**src/rtl/dacfmt_defines.vh**
```
// How it works
// [RULE1] The data word layout is picked by three control bits: resolution (0 twelve, 1 eight), format (0 unsigned, 1 twos complement) and justification (0 right, 1 left).
// [RULE2] Twelve-bit twos complement right justified keeps the code in bits 11..0 with bit 11 as sign.
// [RULE3] In that layout bits 15..12 are read-only copies of bit 11 and follow it at once.
// [RULE4] Twelve-bit twos complement left justified keeps the code in bits 15..4 with bit 15 as sign; bits 3..0 read zero.
// [RULE5] Eight-bit unsigned right justified keeps the code in bits 7..0; bits 15..8 read zero.
// [RULE6] Eight-bit unsigned left justified keeps the code in bits 15..8; bits 7..0 read zero.
// [RULE7] Eight-bit twos complement right justified keeps the code in bits 7..0 with bit 7 as sign.
// [RULE8] In that layout bits 15..8 are read-only copies of bit 7 and follow it at once.
// [RULE9] Eight-bit twos complement left justified keeps the code in bits 15..8 with bit 15 as sign; bits 7..0 read zero.
// [RULE10] Any bit outside the field that is no sign copy ignores writes and reads zero.
// [RULE11] Twelve-bit unsigned right justified keeps the code in bits 11..0; bits 15..12 read zero.
// [RULE12] Twelve-bit unsigned left justified keeps the code in bits 15..4; bits 3..0 read zero.
// [RULE13] Software changes justification and output gain only while conversion is disabled.
// [RULE14] The core gets a right-aligned offset-binary code: left layouts shifted down, sign bit inverted.
// [RULE15] Reset clears the whole data word, so field and sign copies read zero.
`ifndef DACFMT_DEFINES_VH
`define DACFMT_DEFINES_VH

// register byte addresses
`define DACFMT_ADDR_DATA 4'h0
`define DACFMT_ADDR_CTRL 4'h4
`define DACFMT_ADDR_CODE 4'h8

// control register bit positions
`define DACFMT_CTRL_RES 0
`define DACFMT_CTRL_FMT 1
`define DACFMT_CTRL_JUST 2
`define DACFMT_CTRL_GAIN 3
`define DACFMT_CTRL_EN 4

// reset values
`define DACFMT_DATA_RST 16'h0000
`define DACFMT_CODE_RST 12'h000

// writable field masks per resolution and justification
`define DACFMT_MASK_12R 16'h0fff
`define DACFMT_MASK_12L 16'hfff0
`define DACFMT_MASK_8R 16'h00ff
`define DACFMT_MASK_8L 16'hff00

// axi responses
`define DACFMT_RESP_OKAY 2'h0
`define DACFMT_RESP_SLVERR 2'h2

`endif

```
**src/rtl/dacfmt_top.v**
```verilog
// Chosen here: the AXI4-Lite interface to the registers and the address map.
`timescale 1ns/10ps
`include "dacfmt_defines.vh"

module dacfmt_top (
    // clock and reset
    input wire I_CLK,
    input wire I_SYS_RST,
    // axi4-lite write address
    input wire [3:0] I_AWADDR,
    input wire I_AWVALID,
    output wire O_AWREADY,
    // axi4-lite write data
    input wire [31:0] I_WDATA,
    input wire [3:0] I_WSTRB,
    input wire I_WVALID,
    output wire O_WREADY,
    // axi4-lite write response
    output wire [1:0] O_BRESP,
    output wire O_BVALID,
    input wire I_BREADY,
    // axi4-lite read address
    input wire [3:0] I_ARADDR,
    input wire I_ARVALID,
    output wire O_ARREADY,
    // axi4-lite read data
    output wire [31:0] O_RDATA,
    output wire [1:0] O_RRESP,
    output wire O_RVALID,
    input wire I_RREADY,
    // converter core side
    output wire [11:0] O_CORE_CODE,
    output wire O_CORE_EIGHT_BIT,
    output wire O_CORE_GAIN,
    output wire O_CORE_ENABLE
);

    // write channel holding registers
    reg aw_hold_ff;
    reg [3:0] awaddr_ff;
    reg w_hold_ff;
    reg [31:0] wdata_ff;
    reg [3:0] wstrb_ff;
    reg bvalid_ff;
    reg [1:0] bresp_ff;

    // read channel
    reg rvalid_ff;
    reg [31:0] rdata_ff;
    reg [1:0] rresp_ff;

    // block state
    reg [15:0] data_ff;
    reg res_ff;
    reg fmt_ff;
    reg just_ff;
    reg gain_ff;
    reg enable_ff;
    reg [11:0] code_ff;

    wire [15:0] field_mask;
    wire [15:0] read_word;
    wire [11:0] core_code;
    wire do_write;
    wire [15:0] lane_mask;
    wire [15:0] wr_mask;
    wire [15:0] nxt_data;
    wire [31:0] ctrl_word;
    reg [31:0] nxt_rdata;
    reg [1:0] nxt_rresp;

    dacfmt_layout i_dacfmt_layout (
        .i_res(res_ff),
        .i_fmt(fmt_ff),
        .i_just(just_ff),
        .i_word(data_ff),
        .o_field_mask(field_mask),
        .o_read_word(read_word),
        .o_core_code(core_code)
    );

    assign O_AWREADY = !aw_hold_ff && !bvalid_ff;
    assign O_WREADY = !w_hold_ff && !bvalid_ff;
    assign O_BVALID = bvalid_ff;
    assign O_BRESP = bresp_ff;
    assign O_ARREADY = !rvalid_ff;
    assign O_RVALID = rvalid_ff;
    assign O_RDATA = rdata_ff;
    assign O_RRESP = rresp_ff;

    assign O_CORE_CODE = code_ff;
    assign O_CORE_EIGHT_BIT = res_ff;
    assign O_CORE_GAIN = gain_ff;
    assign O_CORE_ENABLE = enable_ff;

    // a write commits once both address and data are held
    assign do_write = aw_hold_ff && w_hold_ff && !bvalid_ff;

    // only lanes with strobes and only bits of the active field take data
    assign lane_mask = {{8{wstrb_ff[1]}}, {8{wstrb_ff[0]}}};
    assign wr_mask = lane_mask & field_mask; // RULE10
    assign nxt_data = (data_ff & ~wr_mask) | (wdata_ff[15:0] & wr_mask);

    assign ctrl_word = {27'h0000000, enable_ff, gain_ff, just_ff, fmt_ff, res_ff};

    // address and data channels, taken in either order
    always @(posedge I_CLK) begin
        if (I_SYS_RST) begin
            aw_hold_ff <= 1'b0;
            awaddr_ff <= 4'h0;
            w_hold_ff <= 1'b0;
            wdata_ff <= 32'h00000000;
            wstrb_ff <= 4'h0;
        end else if (do_write) begin
            aw_hold_ff <= 1'b0;
            w_hold_ff <= 1'b0;
        end else begin
            if (I_AWVALID && O_AWREADY) begin
                aw_hold_ff <= 1'b1;
                awaddr_ff <= I_AWADDR;
            end
            if (I_WVALID && O_WREADY) begin
                w_hold_ff <= 1'b1;
                wdata_ff <= I_WDATA;
                wstrb_ff <= I_WSTRB;
            end
        end
    end

    // write response
    always @(posedge I_CLK) begin
        if (I_SYS_RST) begin
            bvalid_ff <= 1'b0;
            bresp_ff <= `DACFMT_RESP_OKAY;
        end else if (do_write) begin
            bvalid_ff <= 1'b1;
            case ({awaddr_ff[3:2], 2'b00})
                `DACFMT_ADDR_DATA: bresp_ff <= `DACFMT_RESP_OKAY;
                `DACFMT_ADDR_CTRL: bresp_ff <= `DACFMT_RESP_OKAY;
                `DACFMT_ADDR_CODE: bresp_ff <= `DACFMT_RESP_OKAY;
                default: bresp_ff <= `DACFMT_RESP_SLVERR;
            endcase
        end else if (I_BREADY) begin
            bvalid_ff <= 1'b0;
        end
    end

    // data word store
    always @(posedge I_CLK) begin
        if (I_SYS_RST) begin
            data_ff <= `DACFMT_DATA_RST; // RULE15
        end else if (do_write && ({awaddr_ff[3:2], 2'b00} == `DACFMT_ADDR_DATA)) begin
            data_ff <= nxt_data; // RULE2 RULE4 RULE5 RULE6 RULE7 RULE9 RULE11 RULE12
        end
    end

    // control bits; justification and gain are frozen while converting
    always @(posedge I_CLK) begin
        if (I_SYS_RST) begin
            res_ff <= 1'b0;
            fmt_ff <= 1'b0;
            just_ff <= 1'b0;
            gain_ff <= 1'b0;
            enable_ff <= 1'b0;
        end else if (do_write && wstrb_ff[0]
                     && ({awaddr_ff[3:2], 2'b00} == `DACFMT_ADDR_CTRL)) begin
            res_ff <= wdata_ff[`DACFMT_CTRL_RES]; // RULE1
            fmt_ff <= wdata_ff[`DACFMT_CTRL_FMT]; // RULE1
            enable_ff <= wdata_ff[`DACFMT_CTRL_EN];
            if (!enable_ff) begin
                just_ff <= wdata_ff[`DACFMT_CTRL_JUST]; // RULE13
                gain_ff <= wdata_ff[`DACFMT_CTRL_GAIN]; // RULE13
            end
        end
    end

    // code handed to the core, registered
    always @(posedge I_CLK) begin
        if (I_SYS_RST) begin
            code_ff <= `DACFMT_CODE_RST;
        end else begin
            code_ff <= core_code; // RULE14
        end
    end

    // read mux
    always @* begin
        nxt_rdata = 32'h00000000;
        nxt_rresp = `DACFMT_RESP_OKAY;
        case ({I_ARADDR[3:2], 2'b00})
            `DACFMT_ADDR_DATA: nxt_rdata = {16'h0000, read_word}; // RULE3 RULE8 RULE10
            `DACFMT_ADDR_CTRL: nxt_rdata = ctrl_word;
            `DACFMT_ADDR_CODE: nxt_rdata = {20'h00000, code_ff};
            default: nxt_rresp = `DACFMT_RESP_SLVERR;
        endcase
    end

    // read channel
    always @(posedge I_CLK) begin
        if (I_SYS_RST) begin
            rvalid_ff <= 1'b0;
            rdata_ff <= 32'h00000000;
            rresp_ff <= `DACFMT_RESP_OKAY;
        end else if (I_ARVALID && O_ARREADY) begin
            rvalid_ff <= 1'b1;
            rdata_ff <= nxt_rdata;
            rresp_ff <= nxt_rresp;
        end else if (I_RREADY) begin
            rvalid_ff <= 1'b0;
        end
    end

endmodule

```
**src/rtl/dacfmt_layout.v**
```verilog
`timescale 1ns/10ps
`include "dacfmt_defines.vh"

module dacfmt_layout (
    // layout select
    input wire i_res,
    input wire i_fmt,
    input wire i_just,
    // stored word
    input wire [15:0] i_word,
    // views
    output reg [15:0] o_field_mask,
    output reg [15:0] o_read_word,
    output reg [11:0] o_core_code
);

    reg [15:0] field;

    always @* begin
        field = 16'h0000;
        case ({i_res, i_just}) // RULE1
            2'b00: o_field_mask = `DACFMT_MASK_12R; // RULE2 RULE11
            2'b01: o_field_mask = `DACFMT_MASK_12L; // RULE4 RULE12
            2'b10: o_field_mask = `DACFMT_MASK_8R; // RULE5 RULE7
            2'b11: o_field_mask = `DACFMT_MASK_8L; // RULE6 RULE9
            default: o_field_mask = `DACFMT_MASK_12R;
        endcase
        field = i_word & o_field_mask; // RULE10
        o_read_word = field;
        if (i_fmt && !i_just) begin
            if (i_res) begin
                o_read_word = {{8{field[7]}}, field[7:0]}; // RULE8
            end else begin
                o_read_word = {{4{field[11]}}, field[11:0]}; // RULE3
            end
        end
        case ({i_res, i_just}) // RULE14
            2'b00: o_core_code = {field[11] ^ i_fmt, field[10:0]};
            2'b01: o_core_code = {field[15] ^ i_fmt, field[14:4]};
            2'b10: o_core_code = {4'h0, field[7] ^ i_fmt, field[6:0]};
            2'b11: o_core_code = {4'h0, field[15] ^ i_fmt, field[14:8]};
            default: o_core_code = `DACFMT_CODE_RST;
        endcase
    end

endmodule

```
**config.mk**
```make
export PLATFORM = sky130hd
export DESIGN_NAME = dacfmt_top
export DESIGN_NICKNAME = d
export VERILOG_FILES = /design/src/rtl/dacfmt_top.v /design/src/rtl/dacfmt_layout.v
export VERILOG_INCLUDE_DIRS = /design/src /design/src/rtl
export SDC_FILE = /design/constraint.sdc
export NUM_CORES = 1
export LEC_CHECK = 0
export ABC_AREA = 1
export BUFFER_PORTS_ARGS = -buffer_cell sky130_fd_sc_hd__buf_2
export CAP_MARGIN = 20
export CORE_MARGIN = 2
export CORE_UTILIZATION = 47
export CTS_CLUSTER_DIAMETER = 120
export DETAILED_ROUTE_END_ITERATION = 8
export PLACE_DENSITY = 0.88
export SYNTH_ARGS = -nofsm -noshare
export SYNTH_HDL_FRONTEND = slang
export SYNTH_HIERARCHICAL = 1
export SYNTH_SLANG_ARGS = --single-unit
```
**constraint.sdc**
```tcl
create_clock -name I_CLK -period 1.3 [get_ports I_CLK]
set_input_delay 0.13 -clock I_CLK [delete_from_list [all_inputs] [get_ports I_CLK]]
set_output_delay 0.13 -clock I_CLK [all_outputs]
set_load 0.02 [all_outputs]
```
# --- Word-level counts from Yosys, hierarchy flattened ---
# Cells that the tools add are included.
totals:
  word_cells: 73
  output_inout_bits: 56
  regBits: 95
op_classes:
  n_eq_ne: 7
  bitwise: 11
  n_reduce_logical: 27
  n_mux: 11
op_table:
  columns: ["operator", "n"]
  rows:
  - ["AND 16 bit", 4]
  - ["case mux 16 bit (4 select lines)", 1]
  - ["case mux 12 bit (4 select lines)", 1]
  - ["case mux 16 bit (3 select lines)", 1]
  - ["two-way mux 16 bit", 2]
  - ["NOT 16 bit", 1]
  - ["OR 16 bit", 1]
  - ["logical AND 1 bit", 11]
  - ["equality test 2 bit (second input constant)", 4]
  - ["equality test 2 x 1 -> 1 bit (second input constant)", 3]
  - ["zero test 2 bit", 3]
  - ["AND reduction 2 bit", 3]
  - ["OR reduction 3 bit", 2]
  - ["zero test 1 bit", 5]
  - ["two-way mux 1 bit", 4]
  - ["two-way mux 2 bit", 2]
  - ["nonzero test 2 bit", 2]
  - ["XOR 1 bit", 3]
  - ["NOT 1 bit", 2]
  - ["OR reduction 2 bit", 1]

# --- Depth between registers and ports, before layout ---
# Gate-level depths: netlist of the first run.
logic_depth:
  ltp_word: 6
  ltp_mapped: 11
  depth_no_buf: 10

# --- Cells and area by module ---
# The synthesis of the first run kept the hierarchy.
modules_own_cells:
  columns: ["mod", "cells_each", "n_inst", "area_per_inst_um2", "seq_area_each_um2"]
  rows:
  - ["dacfmt_top", 451, 1, 3204.3, 1501.4]
  - ["dacfmt_layout", 97, 1, 523.0, 0.0]

# --- Least setup slack after synthesis of the first run ---
# Ideal clock, no wire load.
synth_timing:
  path_kind: "register to register"
  startpoint: "register bvalid_ff, in the netlist O_BVALID"
  endpoint: "register wdata_ff[10]"
  t_arrival_ns: 1.306
  path_slack_ns: -0.122
  setup_time_ns: 0.116
  n_path_buf: 1
  stages_incl_launch_ff: 6
  cell_sequence: "dfxtp_1 nor2_1 nand2_1 clkbuf_1 o21ai_0 nor2_1"
synth_via:
  elab_chain_len: 4
  word_cells_on_any_way: 6
  cone_classes: "bitwise (1); reduce/logical (5)"
synth_rtl:
  columns: ["element", "line", "source"]
  rows:
  - ["start: declaration", "dacfmt_top.v:44", "reg bvalid_ff;"]
  - ["start signal: assignment", "dacfmt_top.v:133", "bvalid_ff <= 1'b0;"]
  - ["start signal: assignment", "dacfmt_top.v:136", "bvalid_ff <= 1'b1;"]
  - ["start signal: assignment", "dacfmt_top.v:144", "bvalid_ff <= 1'b0;"]
  - ["zero test 1 bit", "dacfmt_top.v:83", "assign O_WREADY = !w_hold_ff && !bvalid_ff;"]
  - ["logical AND 1 bit", "dacfmt_top.v:83", null]
  - ["named net O_WREADY", "dacfmt_top.v:17", "output wire O_WREADY,"]
  - ["logical AND 1 bit", "dacfmt_top.v:122", "if (I_WVALID && O_WREADY) begin"]
  - ["AND reduction 2 bit (no source line)", null, null]
  - ["end signal: assignment", "dacfmt_top.v:112", "wdata_ff <= 32'h00000000;"]
  - ["end signal: assignment", "dacfmt_top.v:124", "wdata_ff <= I_WDATA;"]
  - ["end: declaration", "dacfmt_top.v:42", "reg [31:0] wdata_ff;"]
# The timed path passes the listed nets, and every way through them passes these cells.
# A chain may end at the register's enable or synchronous reset.

# --- Worst setup path after layout of the first run ---
layout_timing:
  startpoint: "register res_ff, in the netlist O_CORE_EIGHT_BIT"
  endpoint: "register rdata_ff[11], in the netlist O_RDATA[11]"
layout_via:
  elab_chain_len: 6
  word_cells_on_any_way: 9
  cone_classes: "eq/ne (3); mux (4); bitwise (1); reduce/logical (1)"
layout_rtl:
  columns: ["element", "line", "source"]
  rows:
  - ["start: declaration", "dacfmt_top.v:54", "reg res_ff;"]
  - ["start signal: assignment", "dacfmt_top.v:167", "res_ff <= wdata_ff[`DACFMT_CTRL_RES];"]
  - ["equality test 2 bit, or another cell as far along", "dacfmt_layout.v:21", "case ({i_res, i_just})"]
  - ["case mux 16 bit (4 select lines)", "dacfmt_layout.v:21", null]
  - ["AND 16 bit", "dacfmt_layout.v:28", "field = i_word & o_field_mask;"]
  - ["two-way mux 16 bit", "dacfmt_layout.v:31", "if (i_res) begin"]
  - ["two-way mux 16 bit *", "dacfmt_layout.v:30", "if (i_fmt && !i_just) begin"]
  - ["named net read_word[11]", "dacfmt_top.v:62", "wire [15:0] read_word;"]
  - ["case mux 16 bit (3 select lines) *", "dacfmt_top.v:190", "case ({I_ARADDR[3:2], 2'b00})"]
  - ["end signal: assignment", "dacfmt_top.v:206", "rdata_ff <= nxt_rdata;"]
  - ["end: declaration", "dacfmt_top.v:49", "reg [31:0] rdata_ff;"]
# Mark *: on every way through the listed nets, which the timed path passes. The rest lies on a longest branch.

==> results.md, run 1 <==
| Group | Item | This run |
| --- | --- | --- |
| run status | Run status | complete, but fails checks |
| power and ir drop | Sw Share | 25.37% |
| min path | Kind of path behind the tightest hold check | in2reg |
| timing | Number of max-slew violations in the final report | 0 |
| timing | Worst Max-Slew Pin Slew | 709.4 ps |
| setup path | Critical path capture point type | register |
| setup path | Kind of critical path | reg2reg |
| detailed routing | Number of DRC violations after detailed-routing iteration 0 | 212 |
| floorplanning | Die Height | 93.06 microns |
| power and ir drop | Power share of the clock group | 41.7% |
| power and ir drop | Static leakage | 2.053 nW |
| global routing | Total gr overflow | 0 |
| power and ir drop | Combinational cell fraction of total power | 10.8% |
| cts | Latest clock arrival within the worst-skew pair | 350 ps |
| logic synthesis | Largest family of logic cells by synthesized area | simple AND/OR/NAND/NOR gates |
| setup path | Largest stage delay on the critical path | 410 ps |
| setup path | Top cell family by delay on the critical path | simple AND/OR/NAND/NOR gates |
| power and ir drop | Power spent charging and discharging nets | 1.301 mW |
| setup path | Cell Chain, Critical Path | inv_8 -> nor2_8 -> nand2_4 -> nand2_2 -> nand2_2 -> nand2_1 -> nand2_1 -> nand2_1 -> nand2_1 -> a21oi_2 |
| min path | Number of cells on the worst hold path | 3 |
| finish | Diodes inserted | 0 |
| setup path | Depth of the worst register-to-register path | 10 |
| finish | Final cell count without fillers | 720 |
| power and ir drop | Int Power | 3.827 mW |
| cts | CTS tree | done |
| timing | Number of endpoints with negative hold slack in the final report | 0 |
| min path | Start point of the worst min-delay path | I_WDATA[4] |
| timing | Slew HR | 52.53% |
| logic synthesis | Yosys warning count | 6 |
| setup path | Critical Path Fanout Max | 9 |
| timing | Min Clock Period, post-route | 1305 ps |
| finish | Most used cells in the layout excluding fill and tap cells | sky130_fd_sc_hd__nand2_1 (117), sky130_fd_sc_hd__dfxtp_1 (71), sky130_fd_sc_hd__nor2_1 (68) |
| timing | Achievable frequency | 0.7662 GHz |
| timing | Worst hold margin | 19.25 ps |
| finish | Most common cell after layout, fill and taps aside | sky130_fd_sc_hd__nand2_1 |
| finish | Share of layout cells above drive strength 1 | 23.14% |
| floorplanning | Initial Util | 48.49% |
| global routing | Total routing resource utilization after global routing | 20.36% |
| placement | Placed cell count | 695 |
| placement | Input/output buffers | 66 |
| global routing | Antenna violations before repair | 0 |
| cts | Htree depth | 3 |
| logic synthesis | Fraction of synthesized cell area in xor and xnor cells | 0.2350% |
| detailed routing | Detailed Route WL | 8827 microns |
| setup path | CP most frequent cell | sky130_fd_sc_hd__nand2_1 |
| setup path | Type of origin of the critical path | register |
| run | Max-cap violations | 0 |
| logic synthesis | Simple-gate share of the synthesized area | 31.15% |
| setup path | CP Data Required Time | 1590 ps |
| floorplanning | Row Count | 32 |
| timing | Largest clock skew in the final design | 8.946 ps |
| floorplanning | Die extent in x | 93.06 microns |
| finish | # nets final | 664 |
| finish | Final core utilization | 57.83% |
| logic synthesis | Synthesized instance count | 548 |
| setup path | Reg2reg start | O_CORE_EIGHT_BIT$_SDFFE_PP0P_ |
| detailed routing | Number of vias after detailed routing | 3620 |
| floorplanning | Die Outline Area | 8659 sq um |
| power and ir drop | Total power density per cell area | 1153 nW/um^2 |
| logic synthesis | Mapped Area | 3727 sq um |
| setup path | Register-to-Register Setup Slack | -5 ps |
| logic synthesis | Adder-cell share of the synthesized area | 0% |
| cts | CTS root buf | sky130_fd_sc_hd__clkbuf_8 |
| power and ir drop | Share of power burned in registers | 47.5% |
| cts | Clock slew at reported path FFs | 80 ps |
| timing | Setup_tns | -5.098 ps |
| setup path | Arrival time of data at the critical path endpoint | 1590 ps |
| setup path | Critical path startpoint | O_CORE_EIGHT_BIT$_SDFFE_PP0P_ |
| cts | Number of buffers created by CTS | 9 |
| run status | Failing checks | setup timing |
| timing | Total of endpoints with negative setup slack in the final report | 1 |
| floorplanning | Core area | 7687 sq um |
| global routing | Maximum number of pins on one net before global-route repair | 47 |
| logic synthesis | Sequential area share after synthesis | 40.28% |
| logic synthesis | Mux cell area share after synthesis | 0% |
| detailed routing | Final ANT Viol Nets | 0 |
| setup path | Cell type of the slowest stage on the worst timing path | sky130_fd_sc_hd__dfxtp_4 |
| cts | Maximum clock path buffer count | 2 |
| logic synthesis | Flip-flop and latch count after synthesis | 75 |
| logic synthesis | Synth unique cells | 25 |
| detailed routing | Vias/cell | 5.028 |
| setup path | Combined buffer and inverter count along the critical path | 1 |
| min path | Terminating pin of the worst hold path | wdata_ff[4]$_SDFFE_PP0P_ |
| placement | Detailed placer's ending HPWL | 6227 microns |
| finish | Layout filler cell count | 703 |
| detailed routing | DR pass1 iterations | 5 |
| placement | Final weighted congestion in routability-driven placement | 0.8534 |
| detailed routing | DRC violations left | 0 |
| global routing | Wire length of the first global-routing pass | 14300 microns |
| floorplanning | Total I/O pin count | 107 |
| finish | Area overhead of the layout relative to synthesis | 19.27% |
| logic synthesis | Post-synthesis compound-gate area fraction | 11.28% |
| timing | Unrepaired setup endpoints after global routing | true |
| timing | Post-route clock period utilization | 100.4% |
| cts | Total number of clock tree sinks | 75 |
| setup path | Terminus of the critical flop-to-flop path | O_RDATA[11]$_SDFFE_PP0P_ |
| detailed routing | Post-detailed-route wirelength per cell | 12.26 microns |
| logic synthesis | Post-synthesis area per instance | 6.802 sq um |
| timing | Final worst setup slack | -5.098 ps |
| global routing | Via count of the first global-routing pass | 3193 |
| power and ir drop | Maximum resistive drop on vdd | 0.7957 mV |
## power by group through the flow
| stage | logic, mW | clock network [mW] | registers, mW |
|---|---|---|---|
| final | 0.554 | 2.14 | 2.44 |
| after global routing | 0.627 | 2.27 | 2.45 |
| after CTS | 0.539 | 2.17 | 2.43 |
| after detailed placement | 0.535 | 0 | 2.49 |
| after global placement | 0.519 | 0 | 2.48 |
| after floorplan | 0.440 | 0 | 2.47 |
## cell type report
cell class | instances | area (sq um) | area share (%)
well taps | 102 | 127.6 | 2.871
multi-input cells | 367 | 1725 | 38.81
flip-flops and latches | 75 | 1511 | 34.00
clock inverters | 6 | 113.9 | 2.561
inverters | 62 | 240.2 | 5.404
clock buffers | 10 | 127.6 | 2.871
repair buffers | 98 | 599.3 | 13.48
## what timing repair did
item | 4_1_cts | 5_1_grt
setup endpoints to repair | 4 | 28
gates resized for setup | 5 | 29
gates cloned | 0 | 1
setup buffers | 4 | 4
pin swaps | 3 | 8
hold buffers | 0 | 0
## worst reg2reg max path, stage by stage, from the launching register on
cell,delay [ps]
sky130_fd_sc_hd__dfxtp_4,410
sky130_fd_sc_hd__inv_8,70
sky130_fd_sc_hd__nor2_8,120
sky130_fd_sc_hd__nand2_4,80
sky130_fd_sc_hd__nand2_2,80
sky130_fd_sc_hd__nand2_2,70
sky130_fd_sc_hd__nand2_1,70
sky130_fd_sc_hd__nand2_1,50
sky130_fd_sc_hd__nand2_1,100
sky130_fd_sc_hd__nand2_1,60
sky130_fd_sc_hd__a21oi_2,130
## metal layers
metal  up-vias  share of wire, %  wire length [microns]  global-route usage (%)
li1       1837                 -                      -                       -
met1      1614                43                   3812                   25.67
met2       148                48                   4273                   34.60
met3        21               6.2                    550                   4.351
met4         0               2.2                    190                   6.863
met5         -                 0                      0                       0
## logic make-up after synthesis
group | Yosys count
other | 1
and+or+nand+nor | 271
AOI/OAI and AO/OA | 77
DFF | 75
xor gates and xnor gates | 1
buffers and inverters | 123
## synth_stat cells (all sizes together)
library cell | count | share of area (%)
a21oi | 38 | 5.1
o21a | 1 | 0.20
nand3 | 49 | 6.6
nor2 | 77 | 8.2
buf | 52 | 9.7
o221ai | 7 | 1.6
o21ai | 26 | 3.5
nor3 | 1 | 0.13
xnor2 | 1 | 0.24
nand4 | 20 | 3.4
clkbuf | 9 | 0.94
inv | 62 | 6.3
o22ai | 5 | 0.84
dfxtp | 75 | 40
conb | 1 | 0.10
nand2 | 124 | 13
## through the flow
step | worst slack (ps) | area (sq um) | power [mW]
final | -5.098 | 4446 | 5.128
after global routing | -99.43 | 4446 | 5.340
after CTS | -4.389 | 4330 | 5.138
after detailed placement | -74.35 | 4049 | 3.025
after global placement | -9.087 | 4049 | 3.003
after floorplan | 6.641 | 3801 | 2.914
## worst max-delay path by stage
stage               slack [ps]                       end  depth (start not counted)
floorplan                    7  O_RDATA[11]$_SDFFE_PP0P_                         11
global placement            -9  O_RDATA[11]$_SDFFE_PP0P_                         10
detailed placement         -70   O_RDATA[9]$_SDFFE_PP0P_                         10
CTS                         -4   O_RDATA[5]$_SDFFE_PP0P_                          9
global route              -100  O_RDATA[11]$_SDFFE_PP0P_                         10
finish                      -5  O_RDATA[11]$_SDFFE_PP0P_                         10
No activity file was read; power rests on OpenSTA's default activity.
==> inputs of run 2 (changes only) <==
==> constraint.sdc (replaced) <==
create_clock -name I_CLK -period 1.1 [get_ports I_CLK]
set_input_delay 0.11 -clock I_CLK [delete_from_list [all_inputs] [get_ports I_CLK]]
set_output_delay 0.11 -clock I_CLK [all_outputs]
set_load 0.02 [all_outputs]
==> results.md, run 2 (same netlist as run 1, synthesis figures left out) <==
| Group | Item | This run |
| --- | --- | --- |
| finish | Final cell count without fillers | 738 |
| finish | Most common cell after layout, fill and taps aside | sky130_fd_sc_hd__nand2_1 |
| finish | Area overhead of the layout relative to synthesis | 32.59% |
| setup path | Critical path capture point type | register |
| setup path | Type of origin of the critical path | register |
| power and ir drop | Static leakage | 2.255 nW |
| setup path | CP Data Required Time | 1340 ps |
| cts | Htree depth | 3 |
| floorplanning | Die extent in x | 93.06 microns |
| timing | Unrepaired setup endpoints after global routing | true |
| timing | Total of endpoints with negative setup slack in the final report | 44 |
| timing | Achievable frequency | 0.8029 GHz |
| finish | Share of layout cells above drive strength 1 | 31.92% |
| floorplanning | Total I/O pin count | 107 |
| cts | Total number of clock tree sinks | 75 |
| detailed routing | Detailed Route WL | 10350 microns |
| detailed routing | Vias/cell | 5.325 |
| floorplanning | Initial Util | 48.49% |
| cts | Clock slew at reported path FFs | 80 ps |
| cts | Latest clock arrival within the worst-skew pair | 360 ps |
| setup path | Critical Path Fanout Max | 6 |
| setup path | Register-to-Register Setup Slack | -150 ps |
| floorplanning | Die Outline Area | 8659 sq um |
| timing | Final worst setup slack | -145.4 ps |
| min path | Kind of path behind the tightest hold check | in2reg |
| global routing | Via count of the first global-routing pass | 3482 |
| finish | Most used cells in the layout excluding fill and tap cells | sky130_fd_sc_hd__nand2_1 (109), sky130_fd_sc_hd__dfxtp_1 (69), sky130_fd_sc_hd__nor2_1 (66) |
| timing | Min Clock Period, post-route | 1245 ps |
| floorplanning | Core area | 7687 sq um |
| global routing | Maximum number of pins on one net before global-route repair | 47 |
| global routing | Wire length of the first global-routing pass | 15480 microns |
| cts | CTS tree | done |
| cts | Maximum clock path buffer count | 2 |
| detailed routing | Final ANT Viol Nets | 0 |
| finish | Layout filler cell count | 644 |
| run status | Run status | complete, but fails checks |
| run | Max-cap violations | 0 |
| timing | Worst hold margin | -10.57 ps |
| timing | Setup_tns | -2686 ps |
| global routing | Antenna violations before repair | 0 |
| detailed routing | DRC violations left | 0 |
| power and ir drop | Total power density per cell area | 1335 nW/um^2 |
| finish | Diodes inserted | 0 |
| detailed routing | Number of vias after detailed routing | 3930 |
| timing | Post-route clock period utilization | 113.2% |
| cts | Number of buffers created by CTS | 9 |
| detailed routing | DR pass1 iterations | 5 |
| placement | Placed cell count | 711 |
| setup path | Arrival time of data at the critical path endpoint | 1490 ps |
| floorplanning | Row Count | 32 |
| timing | Number of max-slew violations in the final report | 0 |
| timing | Largest clock skew in the final design | 12.86 ps |
| detailed routing | Number of DRC violations after detailed-routing iteration 0 | 226 |
| cts | CTS root buf | sky130_fd_sc_hd__clkbuf_8 |
| placement | Input/output buffers | 66 |
| run status | Failing checks | hold timing, setup timing |
| global routing | Total routing resource utilization after global routing | 22.38% |
| finish | Final core utilization | 64.29% |
| finish | # nets final | 682 |
| timing | Number of endpoints with negative hold slack in the final report | 4 |
| power and ir drop | Maximum resistive drop on vdd | 1.315 mV |
| detailed routing | Post-detailed-route wirelength per cell | 14.02 microns |
| placement | Detailed placer's ending HPWL | 6568 microns |
| global routing | Total gr overflow | 0 |
| setup path | Kind of critical path | reg2reg |
| placement | Final weighted congestion in routability-driven placement | 0.8741 |
| floorplanning | Die Height | 93.06 microns |
| placement | Worst slack at placement | -121.3 ps |
run 2: worst paths after layout:
| path | startpoint | to | cells past startpoint |
|---|---|---|---|
| max | just_ff$_SDFFE_PP0P_ | O_RDATA[9]$_SDFFE_PP0P_ | 9 |
| min | I_WDATA[11] | wdata_ff[11]$_SDFFE_PP0P_ | 3 |
| max reg2reg | just_ff$_SDFFE_PP0P_ | O_RDATA[9]$_SDFFE_PP0P_ | 9 |
| min reg2reg | O_RDATA[8]$_SDFFE_PP0P_ | O_RDATA[8]$_SDFFE_PP0P_ | 2 |
run 2: timing repair:
| item | in CTS | in global routing |
|---|---|---|
| cloned | 0 | 3 |
| setup buffers | 3 | 3 |
| hold endpoints to repair | 2 | 0 |
| pin swaps | 5 | 17 |
| hold buffers | 2 | 0 |
| resized for setup | 32 | 78 |
| endpoints found under the setup margin | 56 | 76 |
run 2: layer usage:
| metal | share of wire (%) | routed length [microns] | track usage [%] |
|---|---|---|---|
| met4 | 2.6 | 274 | 9.314 |
| met1 | 39 | 4013 | 25.82 |
| met5 | 0 | 0 | 0 |
| met3 | 6.6 | 682 | 4.915 |
| met2 | 52 | 5376 | 39.92 |
run 2: worst max-delay path, cell delays in order, from the launching register on:
cell	delay [ps]
sky130_fd_sc_hd__dfxtp_4	400
sky130_fd_sc_hd__buf_4	170
sky130_fd_sc_hd__nor2_4	110
sky130_fd_sc_hd__inv_1	60
sky130_fd_sc_hd__nand3_1	70
sky130_fd_sc_hd__nand2_1	70
sky130_fd_sc_hd__nand2_1	70
sky130_fd_sc_hd__nand2_1	50
sky130_fd_sc_hd__nand2_1	70
sky130_fd_sc_hd__a21oi_2	50
run 2: stage by stage:
step | power [mW] | area, sq um
CTS | 6.463 | 4647
floorplan | 3.456 | 3857
detailed placement | 3.655 | 4262
global route | 6.845 | 4942
global placement | 3.621 | 4262
finish | 6.599 | 4942
run 2: cell type report:
cell class / count / area, sq um / share of cell area (%)
Tap cell: 102 / 127.6 / 2.582
Multi-Input combinational cell: 368 / 1933 / 39.11
Sequential cell: 75 / 1519 / 30.73
Timing Repair Buffer: 115 / 845.8 / 17.11
Inverter: 62 / 250.2 / 5.063
Clock inverter: 5 / 125.1 / 2.532
Clock buffer: 11 / 141.4 / 2.861
run 2: where the power goes:
part	internal [mW]	switching, mW
Clock	1.80	1.02
Sequential	2.80	0.0821
Combinational	0.345	0.559
Total	4.94	1.66
==> inputs of run 3 (changes only) <==
--- a/config.mk
+++ b/config.mk
@@ -7,13 +7,13 @@
 export NUM_CORES = 1
 export LEC_CHECK = 0
 export ABC_AREA = 1
-export BUFFER_PORTS_ARGS = -buffer_cell sky130_fd_sc_hd__buf_2
+export BUFFER_PORTS_ARGS = -buffer_cell sky130_fd_sc_hd__clkbuf_2
 export CAP_MARGIN = 20
 export CORE_MARGIN = 2
-export CORE_UTILIZATION = 47
+export CORE_UTILIZATION = 52
 export CTS_CLUSTER_DIAMETER = 120
 export DETAILED_ROUTE_END_ITERATION = 8
-export PLACE_DENSITY = 0.88
+export PLACE_DENSITY = 0.92
 export SYNTH_ARGS = -nofsm -noshare
 export SYNTH_HDL_FRONTEND = slang
 export SYNTH_HIERARCHICAL = 1
==> constraint.sdc (replaced) <==
create_clock -name I_CLK -period 1.4 [get_ports I_CLK]
set_input_delay 0.14 -clock I_CLK [delete_from_list [all_inputs] [get_ports I_CLK]]
set_output_delay 0.14 -clock I_CLK [all_outputs]
set_load 0.02 [all_outputs]
==> results.md, run 3 (same netlist as run 1, synthesis figures left out) <==
| Group | Item | This run |
| --- | --- | --- |
| placement | Worst slack at placement | 36.48 ps |
| floorplanning | Die Outline Area | 7861 sq um |
| finish | Final cell count without fillers | 701 |
| detailed routing | Number of vias after detailed routing | 3539 |
| run status | Run status | complete, no violations |
| power and ir drop | Static leakage | 1.942 nW |
| power and ir drop | Maximum resistive drop on vdd | 0.7194 mV |
| placement | Final weighted congestion in routability-driven placement | 0.8395 |
| floorplanning | Total I/O pin count | 107 |
| cts | Cts-stage hold buffer count | 0 |
| global routing | Via count of the first global-routing pass | 3224 |
| placement | Detailed placer's ending HPWL | 6170 microns |
| min path | Start point of the worst min-delay path | I_WDATA[14] |
| finish | Most common cell after layout, fill and taps aside | sky130_fd_sc_hd__nand2_1 |
| timing | Setup_tns | 0 ps |
| power and ir drop | Total power density per cell area | 1015 nW/um^2 |
| power and ir drop | Combinational cell fraction of total power | 11.7% |
| cts | Maximum clock path buffer count | 2 |
| finish | Diodes inserted | 0 |
| power and ir drop | Power share of the clock group | 36.0% |
| detailed routing | Post-detailed-route wirelength per cell | 12.26 microns |
| run | Max-cap violations | 0 |
| setup path | Critical Path Fanout Max | 7 |
| floorplanning | Initial Util | 54.26% |
| setup path | Top cell family by delay on the critical path | simple AND/OR/NAND/NOR gates |
| timing | Min Clock Period, post-route | 1313 ps |
| global routing | Wire length of the first global-routing pass | 14310 microns |
| detailed routing | Final ANT Viol Nets | 0 |
| cts | CTS root buf | sky130_fd_sc_hd__clkbuf_8 |
| placement | Placed cell count | 684 |
| setup path | Cell type of the slowest stage on the worst timing path | sky130_fd_sc_hd__dfxtp_2 |
| power and ir drop | Share of power burned in registers | 52.3% |
| finish | Multi-input logic area | 1683 sq um |
| placement | Input/output buffers | 66 |
| setup path | Kind of critical path | reg2reg |
| power and ir drop | Sw Share | 27.37% |
| cts | CTS tree | done |
| setup path | Arrival time of data at the critical path endpoint | 1600 ps |
| finish | Area overhead of the layout relative to synthesis | 14.23% |
| detailed routing | Vias/cell | 5.049 |
| timing | Unrepaired setup endpoints after global routing | false |
| min path | Kind of path behind the tightest hold check | in2reg |
| timing | Total of endpoints with negative setup slack in the final report | 0 |
| global routing | Antenna violations before repair | 0 |
| global routing | Maximum number of pins on one net before global-route repair | 47 |
| detailed routing | DRC violations left | 0 |
| setup path | CP most frequent cell | sky130_fd_sc_hd__nand2_1 |
| finish | Share of layout cells above drive strength 1 | 19.50% |
| finish | Layout filler cell count | 643 |
| timing | Final worst setup slack | 86.72 ps |
| cts | Latest clock arrival within the worst-skew pair | 360 ps |
| setup path | Critical path capture point type | register |
| cts | Number of buffers created by CTS | 9 |
| cts | Clock slew at reported path FFs | 80 ps |
| min path | Number of cells on the worst hold path | 3 |
| timing | Achievable frequency | 0.7615 GHz |
| min path | Terminating pin of the worst hold path | wdata_ff[14]$_SDFFE_PP0P_ |
| global routing | Total gr overflow | 0 |
| setup path | Register-to-Register Setup Slack | 90 ps |
| timing | Largest clock skew in the final design | 18.13 ps |
| setup path | CP Data Required Time | 1680 ps |
| finish | Most used cells in the layout excluding fill and tap cells | sky130_fd_sc_hd__nand2_1 (117), sky130_fd_sc_hd__dfxtp_1 (73), sky130_fd_sc_hd__nor2_1 (73) |
| setup path | Depth of the worst register-to-register path | 10 |
| floorplanning | Row Count | 30 |
| timing | Number of max-slew violations in the final report | 0 |
| finish | # nets final | 652 |
| cts | Htree depth | 3 |
| power and ir drop | Power spent charging and discharging nets | 1.183 mW |
| cts | Total number of clock tree sinks | 75 |
| global routing | Total routing resource utilization after global routing | 22.90% |
| setup path | Combined buffer and inverter count along the critical path | 1 |
| timing | Post-route clock period utilization | 93.81% |
| setup path | Type of origin of the critical path | register |
| timing | Number of endpoints with negative hold slack in the final report | 0 |
| floorplanning | Die extent in x | 88.67 microns |
| floorplanning | Die Height | 88.67 microns |
| setup path | Cell Chain, Critical Path | buf_12 -> nor2_8 -> nand2_4 -> nand2_2 -> nand2_2 -> nand2_1 -> nand2_1 -> nand2_1 -> nand2_1 -> a21oi_1 |
| setup path | Largest stage delay on the critical path | 340 ps |
| detailed routing | Detailed Route WL | 8591 microns |
| setup path | Reg2reg start | just_ff$_SDFFE_PP0P_ |
| setup path | Terminus of the critical flop-to-flop path | O_RDATA[11]$_SDFFE_PP0P_ |
| detailed routing | Number of DRC violations after detailed-routing iteration 0 | 207 |
| power and ir drop | Int Power | 3.138 mW |
| finish | Area taken by flip-flops and latches | 1506 sq um |
| floorplanning | Core area | 6869 sq um |
| detailed routing | DR pass1 iterations | 5 |
-- run 3: cell types whose count changed in the layout (fill, tap and decap cells not counted), moves of 7 or more --
cell,before,now
sky130_fd_sc_hd__o21ai_0,7,26
sky130_fd_sc_hd__inv_1,52,59
sky130_fd_sc_hd__o21ai_2,15,0
sky130_fd_sc_hd__buf_2,62,0
sky130_fd_sc_hd__nor2_1,66,73
sky130_fd_sc_hd__buf_6,14,2
sky130_fd_sc_hd__clkbuf_2,0,66
sky130_fd_sc_hd__nand2_1,109,117
sky130_fd_sc_hd__buf_4,31,15
-- run 3: layout make-up --
type | count | area share, %
Tap cell | 96 | 2.821
Inverter | 62 | 5.525
Clock inverter | 3 | 0.5289
Multi-Input combinational cell | 367 | 39.52
Sequential cell | 75 | 35.38
Clock buffer | 12 | 3.879
Timing Repair Buffer | 86 | 12.34
-- run 3: layer usage --
layer  part of all wire, %  GRT usage (%)  vias to the layer above  wire (microns)
li1                      -              -                     1814               -
met1                    43          28.58                     1592            3688
met2                    50          38.53                      121            4271
met3                   6.4          6.063                       12             548
met4                  0.95          7.300                        0              82
met5                     0              0                        -               0
-- run 3: power by group through the flow --
stage               Combinational [mW]  Clock [mW]  Sequential (mW)
finish                           0.504        1.55             2.26
global route                     0.569        1.67             2.27
CTS                              0.497        1.57             2.26
detailed placement               0.495           0             2.31
global placement                 0.479           0             2.31
floorplan                        0.407           0             2.30
-- run 3: what timing repair did --
item,4_1_cts,5_1_grt
gates resized for setup,0,10
buffers inserted,0,2
setup endpoints to repair,0,30
-- run 3: through the flow --
| step | utilization [%] | hold slack (ps) | instance area (sq um) | power (mW) |
|---|---|---|---|---|
| global route | 61.99 | 45.59 | 4258 | 4.511 |
| CTS | 61.31 | 27.50 | 4212 | 4.330 |
| finish | 61.99 | 31.09 | 4258 | 4.321 |
| floorplan | - | 303.9 | 3795 | 2.702 |
| detailed placement | 58.58 | 396.5 | 4024 | 2.806 |
| global placement | 58.58 | 386.1 | 4024 | 2.784 |
-- run 3: how the worst max path moves through the flow --
stage / start / endpoint / cells past startpoint
3_5_place_dp: just_ff$_SDFFE_PP0P_ / O_RDATA[11]$_SDFFE_PP0P_ / 11
6_report: just_ff$_SDFFE_PP0P_ / O_RDATA[11]$_SDFFE_PP0P_ / 10
5_1_grt: aw_hold_ff$_SDFFE_PP0P_ / O_CORE_EIGHT_BIT$_SDFFE_PP0P_ / 6
4_1_cts: just_ff$_SDFFE_PP0P_ / O_CORE_CODE[0]$_SDFF_PP0_ / 6
2_1_floorplan: O_RVALID$_SDFFE_PP0P_ / O_RDATA[10]$_SDFFE_PP0P_ / 5
3_3_place_gp: just_ff$_SDFFE_PP0P_ / O_RDATA[11]$_SDFFE_PP0P_ / 11
-- run 3: tightest hold or removal path, stage by stage --
cell,delay (ps)
sky130_fd_sc_hd__clkbuf_2,70
sky130_fd_sc_hd__o21ai_0,70
sky130_fd_sc_hd__nor2_1,70
